<file path="config.mk">
export PLATFORM = sky130hd
export DESIGN_NAME = ebi_bus_ctrl
export DESIGN_NICKNAME = d
export VERILOG_FILES = /design/src/inc/ebi_pkg.sv /design/src/hdl/ebi_bus_ctrl.sv /design/src/hdl/ebi_ready_sync.sv /design/src/hdl/ebi_clock_out.sv
export SDC_FILE = /design/constraint.sdc
export NUM_CORES = 1
export LEC_CHECK = 0
export BUFFER_PORTS_ARGS = -buffer_cell sky130_fd_sc_hd__buf_4
export CORE_MARGIN = 1
export CORE_UTILIZATION = 52
export CTS_BUF_LIST = sky130_fd_sc_hd__clkbuf_8
export CTS_CLUSTER_DIAMETER = 60
export CTS_CLUSTER_SIZE = 8
export DETAILED_ROUTE_END_ITERATION = 10
export PLACE_DENSITY = 0.82
export SYNTH_ARGS = -nofsm -noshare
export SYNTH_HDL_FRONTEND = slang
export SYNTH_SLANG_ARGS = --single-unit
</file>
<file path="constraint.sdc">
create_clock -name clock -period 2.4 [get_ports clock]
set_input_delay 0.12 -clock clock [delete_from_list [all_inputs] [get_ports clock]]
set_output_delay 0.12 -clock clock [all_outputs]
set_load 0.02 [all_outputs]
</file>
<file path="src/inc/ebi_pkg.sv">
package ebi_pkg;
   // ==========================================
   // register map
   localparam logic [3:0]  REG_SYSCFG       = 4'h0;
   localparam logic [3:0]  REG_STATUS       = 4'h4;
   localparam logic [3:0]  REG_SEGMENT      = 4'h8;
   // ==========================================
   // config field positions
   localparam int          CFG_WR_SPLIT     = 0;
   localparam int          CFG_HIGH_WR_MODE = 1;
   localparam int          CFG_RDY_EN       = 2;
   localparam int          CFG_RDY_POL      = 3;
   localparam int          CFG_MUX_MODE     = 4;
   localparam int          CFG_SEG_EN       = 5;
   localparam int          CFG_SYSCLK_EN    = 6;
   localparam int          CFG_HOLD_MASTER  = 7;
   localparam int          CFG_HOLD_EN      = 8;
   localparam int          CFG_WIDTH        = 9;
   localparam logic [8:0]  CFG_RESET        = 9'h000;
   localparam logic [31:0] RDATA_UNMAPPED   = 32'h0000_0000;
   // ==========================================
   // bus geometry and timing
   localparam int          NUM_CS           = 5;
   localparam int          CS_IDX_W         = 3;
   localparam int          ADDR_W           = 16;
   localparam int          SEG_W            = 8;
   localparam logic [1:0]  ALE_CYCLES       = 2'h1;
   localparam logic [1:0]  STROBE_CYCLES    = 2'h2;
   // ==========================================
   // bus cycle states
   typedef enum logic [2:0]
   {
      ST_IDLE   = 3'b000,
      ST_ADDR   = 3'b001,
      ST_STROBE = 3'b010,
      ST_WAIT   = 3'b011,
      ST_DONE   = 3'b100,
      ST_HELD   = 3'b101
   } ebi_state_e;
endpackage : ebi_pkg

</file>
<file path="src/hdl/ebi_bus_ctrl.sv">
`timescale 1ns/100ps
// Behaviour
// - read strobe asserted on every external read, fetch or data
// - combined mode: low write strobe on every data write
// - split mode: low strobe for low-byte writes or any 8-bit bus write
// - config bit selects combined or split write-strobe mode
// - one pin gives high-byte enable or high-byte write strobe
// - ready active level programmable; ready function can be enabled
// - ready at inactive level stretches the access with wait states
// - external-fetch select must be low at and after reset
// - 16-bit demux address bus driven, also after switch to mux mode
// - segment address lines output on an 8-bit port, low to high
// - address latch enable output for latching multiplexed address
// - five chip-select outputs, zero to four
// - hold request in or out, plus hold acknowledge and bus request
// - system clock divided by two can be driven out on a pin
module ebi_bus_ctrl
   import ebi_pkg::*;
(
   // clock and reset
   input  wire logic                clock,
   input  wire logic                rst_n,
   // register port
   input  wire logic [3:0]          regAddr,
   input  wire logic [31:0]         regWdata,
   input  wire logic                regWrite,
   input  wire logic                regRead,
   output logic      [31:0]         regRdata,
   // core access request
   input  wire logic                reqValid,
   input  wire logic                reqWrite,
   input  wire logic                reqFetch,
   input  wire logic                reqByte,
   input  wire logic                reqHighByte,
   input  wire logic                reqBus8,
   input  wire logic [23:0]         reqAddr,
   input  wire logic [CS_IDX_W-1:0] reqCs,
   output logic                     reqDone,
   output logic                     reqBusy,
   // strap and ready
   input  wire logic                external_fetch_select,
   input  wire logic                readyPin,
   // strobes
   output logic                     rdStrobe_n,
   output logic                     low_byte_write_strobe_n,
   output logic                     high_byte_pin_n,
   output logic                     addrLatchEnable,
   // address and selects
   output logic      [ADDR_W-1:0]   demux_address_port,
   output logic      [SEG_W-1:0]    segAddr,
   output logic      [NUM_CS-1:0]   chipSelect_n,
   // arbitration
   input  wire logic                holdReqIn_n,
   output logic                     holdReqOut_n,
   output logic                     holdReqOutEn,
   output logic                     bus_hold_ack_n,
   output logic                     bus_request_out_n,
   // clock out
   output logic                     system_clock_out,
   // status
   output logic                     fetchExternal
);
   // ==========================================
   // registers
   logic [CFG_WIDTH-1:0] cfg_r;
   logic [SEG_W-1:0]     segShadow_r;
   logic [31:0]          regRdata_r;
   logic                 fetchExt_r;
   logic                 strapTaken_r;
   ebi_state_e           state_r;
   ebi_state_e           state_nxt;
   logic [1:0]           cnt_r;
   logic [1:0]           cnt_nxt;
   logic                 curWrite_r;
   logic                 curHigh_r;
   logic                 curByte_r;
   logic                 curBus8_r;
   logic [23:0]          curAddr_r;
   logic [CS_IDX_W-1:0]  curCs_r;
   logic                 rdN_r;
   logic                 wrLowN_r;
   logic                 hiPinN_r;
   logic                 ale_r;
   logic [ADDR_W-1:0]    addr_r;
   logic [SEG_W-1:0]     seg_r;
   logic [NUM_CS-1:0]    csN_r;
   logic                 holdAckN_r;
   logic                 busReqN_r;
   logic                 done_r;
   logic                 busyOut_r;
   logic                 holdOutN_r;
   logic                 holdOutEn_r;

   // ==========================================
   // register decode
   wire  write_strobe_config    = regWrite && (regAddr == REG_SYSCFG);
   wire  wrSeg    = regWrite && (regAddr == REG_SEGMENT);
   wire  splitWr  = cfg_r[CFG_WR_SPLIT];
   wire  highWrMd = cfg_r[CFG_HIGH_WR_MODE];
   // mux mode bit has no effect here: the demux port keeps its address
   wire  segEn    = cfg_r[CFG_SEG_EN];
   wire  holdMstr = cfg_r[CFG_HOLD_MASTER];
   wire  holdEn   = cfg_r[CFG_HOLD_EN];
   wire  [31:0] statusWord = {24'h000000, 2'h0, !busReqN_r, !holdAckN_r,
                               fetchExt_r, state_r};
   wire  [31:0] rdSel =
      (regAddr == REG_SYSCFG)  ? {{(32-CFG_WIDTH){1'b0}}, cfg_r} :
      (regAddr == REG_STATUS)  ? statusWord :
      (regAddr == REG_SEGMENT) ? {24'h000000, segShadow_r} :
      RDATA_UNMAPPED;

   always_ff @(posedge clock or negedge rst_n)
   begin
      if (!rst_n)
      begin
         cfg_r       <= CFG_RESET;
         segShadow_r <= 8'h00;
         regRdata_r  <= 32'h0000_0000;
      end
      else
      begin
         if (write_strobe_config)
            cfg_r <= regWdata[CFG_WIDTH-1:0];
         if (wrSeg)
            segShadow_r <= regWdata[SEG_W-1:0];
         regRdata_r <= regRead ? rdSel : 32'h0000_0000;
      end
   end

   // ==========================================
   // external fetch strap, caught after reset release
   always_ff @(posedge clock or negedge rst_n)
   begin
      if (!rst_n)
      begin
         fetchExt_r   <= 1'b0;
         strapTaken_r <= 1'b0;
      end
      else if (!strapTaken_r)
      begin
         fetchExt_r   <= !external_fetch_select;
         strapTaken_r <= 1'b1;
      end
   end

   // ==========================================
   // ready and clock out
   logic extendCycle;

   ebi_ready_sync u_ready
   (
      .clock           (clock),
      .rst_n           (rst_n),
      .readyPin        (readyPin),
      .readyEnable     (cfg_r[CFG_RDY_EN]),
      .readyActiveHigh (cfg_r[CFG_RDY_POL]),
      .extendCycle     (extendCycle)
   );

   ebi_clock_out u_system_clock_out
   (
      .clock    (clock),
      .rst_n    (rst_n),
      .enable   (cfg_r[CFG_SYSCLK_EN]),
      .clockOut (system_clock_out)
   );

   // ==========================================
   // arbitration
   wire holdReq = holdEn && !holdMstr && !holdReqIn_n;
   wire startOk = reqValid && fetchExt_r;

   // ==========================================
   // bus cycle sequencer
   always_comb
   begin
      state_nxt = state_r;
      cnt_nxt   = cnt_r;
      unique case (state_r)
         ST_IDLE:
         begin
            if (holdReq)
               state_nxt = ST_HELD;
            else if (startOk)
            begin
               state_nxt = ST_ADDR;
               cnt_nxt   = ALE_CYCLES;
            end
         end
         ST_ADDR:
         begin
            if (cnt_r == 2'h1)
            begin
               state_nxt = ST_STROBE;
               cnt_nxt   = STROBE_CYCLES;
            end
            else
               cnt_nxt = cnt_r - 2'h1;
         end
         ST_STROBE:
         begin
            if (cnt_r == 2'h1)
               state_nxt = ST_WAIT;
            else
               cnt_nxt = cnt_r - 2'h1;
         end
         ST_WAIT:
         begin
            if (!extendCycle)
               state_nxt = ST_DONE;
         end
         ST_DONE:
            state_nxt = ST_IDLE;
         ST_HELD:
         begin
            if (!holdReq)
               state_nxt = ST_IDLE;
         end
         default:
            state_nxt = ST_IDLE;
      endcase
   end

   // ==========================================
   // strobe decode
   wire strobing  = (state_nxt == ST_STROBE) || (state_nxt == ST_WAIT);
   wire nxtHeld   = (state_nxt == ST_HELD);
   wire [23:0] nxtAddr = (state_r == ST_IDLE) ? reqAddr : curAddr_r;
   wire nxtWrite  = (state_r == ST_IDLE) ? reqWrite : curWrite_r;
   wire nxtHigh   = (state_r == ST_IDLE) ? reqHighByte : curHigh_r;
   wire nxtByte   = (state_r == ST_IDLE) ? reqByte : curByte_r;
   wire nxtBus8   = (state_r == ST_IDLE) ? reqBus8 : curBus8_r;
   wire [CS_IDX_W-1:0] nxtCs = (state_r == ST_IDLE) ? reqCs : curCs_r;
   wire inCycle   = (state_nxt == ST_ADDR) || strobing;
   wire lowLane   = nxtBus8 || !nxtHigh || !nxtByte;
   wire highLane  = !nxtBus8 && (nxtHigh || !nxtByte);
   wire rdAct     = strobing && !nxtWrite;
   wire wrLowAct  = strobing && nxtWrite && (!splitWr || lowLane);
   wire wrHighAct = strobing && nxtWrite && highLane;
   wire hiEnAct   = inCycle && highLane;
   wire hiPinAct  = (splitWr && highWrMd) ? wrHighAct : hiEnAct;
   wire aleAct    = (state_nxt == ST_ADDR);
   wire [SEG_W-1:0] segNxt = segEn ? nxtAddr[23:16] : segShadow_r;

   logic [NUM_CS-1:0] csNxt;
   genvar gi;
   generate
      for (gi = 0; gi < NUM_CS; gi++)
      begin : g_cs
         assign csNxt[gi] = inCycle && (nxtCs == CS_IDX_W'(gi));
      end
   endgenerate

   always_ff @(posedge clock or negedge rst_n)
   begin
      if (!rst_n)
      begin
         state_r    <= ST_IDLE;
         cnt_r      <= 2'h0;
         curWrite_r <= 1'b0;
         curHigh_r  <= 1'b0;
         curByte_r  <= 1'b0;
         curBus8_r  <= 1'b0;
         curAddr_r  <= 24'h000000;
         curCs_r    <= '0;
      end
      else
      begin
         state_r    <= state_nxt;
         cnt_r      <= cnt_nxt;
         curWrite_r <= nxtWrite;
         curHigh_r  <= nxtHigh;
         curByte_r  <= nxtByte;
         curBus8_r  <= nxtBus8;
         curAddr_r  <= nxtAddr;
         curCs_r    <= nxtCs;
      end
   end

   always_ff @(posedge clock or negedge rst_n)
   begin
      if (!rst_n)
      begin
         rdN_r       <= 1'b1;
         wrLowN_r    <= 1'b1;
         hiPinN_r    <= 1'b1;
         ale_r       <= 1'b0;
         addr_r      <= 16'h0000;
         seg_r       <= 8'h00;
         csN_r       <= '1;
         holdAckN_r  <= 1'b1;
         busReqN_r   <= 1'b1;
         done_r      <= 1'b0;
         busyOut_r   <= 1'b0;
         holdOutN_r  <= 1'b1;
         holdOutEn_r <= 1'b0;
      end
      else
      begin
         rdN_r       <= !rdAct;
         wrLowN_r    <= !wrLowAct;
         hiPinN_r    <= !hiPinAct;
         ale_r       <= aleAct;
         // address stays on the demux port in mux mode as well
         if (inCycle)
            addr_r <= nxtAddr[ADDR_W-1:0];
         seg_r       <= segNxt;
         csN_r       <= ~csNxt;
         holdAckN_r  <= !nxtHeld;
         // master asks for the bus back while held and work is pending
         busReqN_r   <= !(nxtHeld && reqValid);
         done_r      <= (state_nxt == ST_DONE);
         busyOut_r   <= (state_nxt != ST_IDLE);
         holdOutN_r  <= !(holdEn && holdMstr && reqValid);
         holdOutEn_r <= holdEn && holdMstr;
      end
   end

   // ==========================================
   // outputs
   assign rdStrobe_n              = rdN_r;
   assign low_byte_write_strobe_n = wrLowN_r;
   assign high_byte_pin_n         = hiPinN_r;
   assign addrLatchEnable         = ale_r;
   assign demux_address_port      = addr_r;
   assign segAddr                 = seg_r;
   assign chipSelect_n            = csN_r;
   assign bus_hold_ack_n          = holdAckN_r;
   assign bus_request_out_n       = busReqN_r;
   assign holdReqOut_n            = holdOutN_r;
   assign holdReqOutEn            = holdOutEn_r;
   assign reqDone                 = done_r;
   assign reqBusy                 = busyOut_r;
   assign regRdata                = regRdata_r;
   assign fetchExternal           = fetchExt_r;
endmodule : ebi_bus_ctrl

</file>
<file path="src/hdl/ebi_ready_sync.sv">
`timescale 1ns/100ps
module ebi_ready_sync
   import ebi_pkg::*;
(
   // clock and reset
   input  wire logic clock,
   input  wire logic rst_n,
   // ready pin and config
   input  wire logic readyPin,
   input  wire logic readyEnable,
   input  wire logic readyActiveHigh,
   // result
   output logic      extendCycle
);
   logic stage1_r;
   logic stage2_r;
   logic rdyAtLevel;

   always_ff @(posedge clock or negedge rst_n)
   begin
      if (!rst_n)
      begin
         stage1_r <= 1'b0;
         stage2_r <= 1'b0;
      end
      else
      begin
         stage1_r <= readyPin;
         stage2_r <= stage1_r;
      end
   end

   assign rdyAtLevel  = (stage2_r == readyActiveHigh);
   assign extendCycle = readyEnable && !rdyAtLevel;
endmodule : ebi_ready_sync

</file>
<file path="src/hdl/ebi_clock_out.sv">
`timescale 1ns/100ps
module ebi_clock_out
   import ebi_pkg::*;
(
   // clock and reset
   input  wire logic clock,
   input  wire logic rst_n,
   // control
   input  wire logic enable,
   // pin
   output logic      clockOut
);
   logic phase_r;

   // half-rate toggle: a flop cannot reproduce the full clock
   always_ff @(posedge clock or negedge rst_n)
   begin
      if (!rst_n)
         phase_r <= 1'b0;
      else
         phase_r <= enable ? !phase_r : 1'b0;
   end

   assign clockOut = phase_r;
endmodule : ebi_clock_out

</file>
==> flow_summary_export.csv <==
group,metric,value,unit
run_status,status,"finished clean",
route,drt.antenna.violating_nets,0,
cts,cts_sinks,106,
sta,max_freq,507.3,MHz
grt,grt_pass1_vias,2870,
route,wl_met2,4154,um
route,vias,2867,
cts,clkTransAtPathRegs,110,ps
sta,slew_headroom,51.01,%
grt,grt_usage,20.37,%
die,die_h,94.76,um
logic_synthesis,synth-xor-area-share,0.3915,%
logic_synthesis,synth_edf_count,0,
worst_setup_path,critical_path.startpoint_type,"flop",
logic_synthesis,synth_compound_area_share,4.698,%
flow_run,drv_cap,0,
route,drtPass1Iterations,4,
die,rows,33,
logic_synthesis,synth_mux_area_share,19.94,%
layout,diodes,0,
worst_setup_path,crit_arrival,2280,ps
layout,layout.nets,540,
worst_setup_path,cp.required,2710,ps
die,dieArea,8979,um^2
sta,hold_violations,0,
cts,clock_path_buffers,2,
sta,rsz0062_at_grt,"no",
sta,drv_slew,0,
cts,cts_buffers,9,
logic_synthesis,synth_top_cells_by_area,"dfrtp_1, mux2_2, dfstp_2, mux2_4, buf_4",
logic_synthesis,yosys.area.top_type_share,53.13,%
route,top_layer_used,"met4",
logic_synthesis,synthSimpleGateAreaFrac,8.082,%
die,start_util,54.18,%
layout,final_layout_size_suffix_gt1_share,42.61,%
logic_synthesis,yosysWarningCount,0,
route,wl_met1,3919,um
logic_synthesis,syn_inst,326,
logic_synthesis,synth_area_leader_cell,"dfrtp_1",
sta,tns,0,ps
cts,h-tree-depth,3,
worst_hold_path,hp-class,"input port to flop",
worst_setup_path,crit_path_end_kind,"flop",
layout,area_growth,28.75,%
grt,grt_pass1_wl,13940,um
logic_synthesis,ys_ff_latch,106,
route,wl_per_cell,15.26,um
power,ir_worst_vdd,562.7,uV
cts,cts_tree,"built",
cts,insertion_delay,360,ps
sta,fin_skew,15.40,ps
logic_synthesis,synth_most_common_cell,"dfrtp_1",
logic_synthesis,synthFlopType,"dfrtp_1",
sta,tightest_slew,734.8,ps
logic_synthesis,netlist_area,4474,um^2
placement,place_congestion,0.8475,
logic_synthesis,synthTopCellsByCount,"dfrtp_1, mux2_2, buf_4",
sta,finalSetupViolCount,0,
logic_synthesis,synthAdderAreaFrac,0.5593,%
logic_synthesis,ys_seq_area_share,59.59,%
cts,cts-root-buf,"clkbuf_8",
worst_setup_path,critPathKind,"flop to flop",
sta,final.period_utilization,82.13,%
worst_setup_path,path_max_fanout,33,
power,power.density,1192,nW/um^2
route,met3WireLength,524,um
power,p_total,0.006864,W
route,drc_errors,0,
placement,hpwlAfterDp,5909,um
sta,period_minus_slack,1971,ps
die,die_w,94.76,um
grt,overflow,0,
route,vias_per_cell,5.012,
placement,io_buffers,101,
logic_synthesis,async_reset_ff_share,100.0,%
cts,cts_setup_buffers,0,
route,drt_wl_total,8728,um
route,first_iter_violations,85,
logic_synthesis,avgSynthCellArea,13.72,um^2
die,core_area,8258,um^2
logic_synthesis,synth_top_family_by_area,"multiplexers",
power,leakagePower,2.730,nW
die,num_io_pins,149,
grt,grt_max_degree,62,
logic_synthesis,ys_types,47,
grt,antenna_found_initial,0,
==> cell families (layout without fill, tap and decap cells) <==
| family | Yosys count | count (layout) |
|---|---|---|
| AO/OA/AOI/OAI | 28 | 28 |
| XOR/XNOR | 2 | 2 |
| adder cells (fa/ha/maj) | 2 | 2 |
| buffers and inverters | 47 | 166 |
| flip-flops | 106 | 106 |
| multiplexers | 75 | 75 |
| other | 2 | 24 |
| AND/OR/NAND/NOR | 64 | 64 |
==> per-stage QoR <==
stage               cells  cell area [um^2]  setup slack (ps)  utilization, %  hold WS (ps)
floorplan             348              4557             719.0               -        -175.6
global placement      523              5253             457.4           63.61         225.8
detailed placement    523              5253             432.6           63.61         230.6
CTS                   571              5751             411.3           69.64        0.8539
global route          572              5761             338.4           69.76         4.251
finish                572              5761             428.9           69.76         11.76
==> state kept, by name (all words and copies together) (netlist names), 2 cells and up <==
name,flops
curCs_r,3
segAddr,8
chipSelect_n,5
cfg_r,9
demux_address_port,16
segShadow_r,8
regRdata,9
curAddr_r,24
cnt_r,2
state_r,3
==> worst max-delay path, stage by stage, from the launching register on <==
cell     delay [ps]
dfrtp_1         560
nor3_4          280
buf_12          240
mux2_2          370
or3b_1          370
nand3_1         100
==> area by class of cell <==
class | instances | area [um^2]
sequential | 106 | 2666
inverter | 12 | 45.04
timing repair buffer | 138 | 1144
clock buffer | 9 | 123.9
fill | 575 | 2497
tap | 105 | 131.4
clock inverter | 7 | 53.80
multi-input combinational | 195 | 1597
==> timing repair <==
item | 4_1_cts | 5_1_grt
endpoints found under the hold margin | 91 | 1
setup endpoints to repair | 0 | 0
gates resized for setup | 0 | 0
hold buffers | 32 | 1
==> metal layers <==
metal,vias to the layer above,global-route usage (%)
met5,-,0
met4,0,7.071
met3,12,4.670
met2,96,32.49
met1,1414,27.48
li1,1345,-
==> cells in the final DEF, fill, tap and decap left out, drive strengths merged, types with 7 or more instances in the layout <==
cell type,netlist,routed
buf,31,105
clkbuf,4,9
dfstp,11,11
nand2,11,11
nor2,17,17
conb,2,24
nor3,8,8
inv,12,17
a21oi,14,14
dlygate4sd3,0,33
mux2,68,68
dfrtp,95,95
mux2i,7,7
==> power breakdown <==
part           total [W]  internal (W)  switching (W)
Combinational    0.00298       0.00154        0.00143
Sequential       0.00288       0.00250       0.000379
Clock            0.00101      0.000391       0.000615
Total            0.00686       0.00444        0.00243
==> worst paths after layout <==
kind / startpoint / endpoint / slack [ps] / depth (start not counted)
worst max-delay path: state_r[1] / low_byte_write_strobe_n / 430 / 5
worst min-delay path: reqAddr[1] / curAddr_r[1] / 10 / 2
worst max register to register: state_r[1] / low_byte_write_strobe_n / 430 / 5
worst min register to register: u_ready.stage1_r / u_ready.stage2_r / 370 / 0
max in group asynchronous: rst_n / bus_request_out_n / 1290 / 3
min in group asynchronous: rst_n / demux_address_port[4] / 360 / 2
No activity file was read; power rests on OpenSTA's default activity.
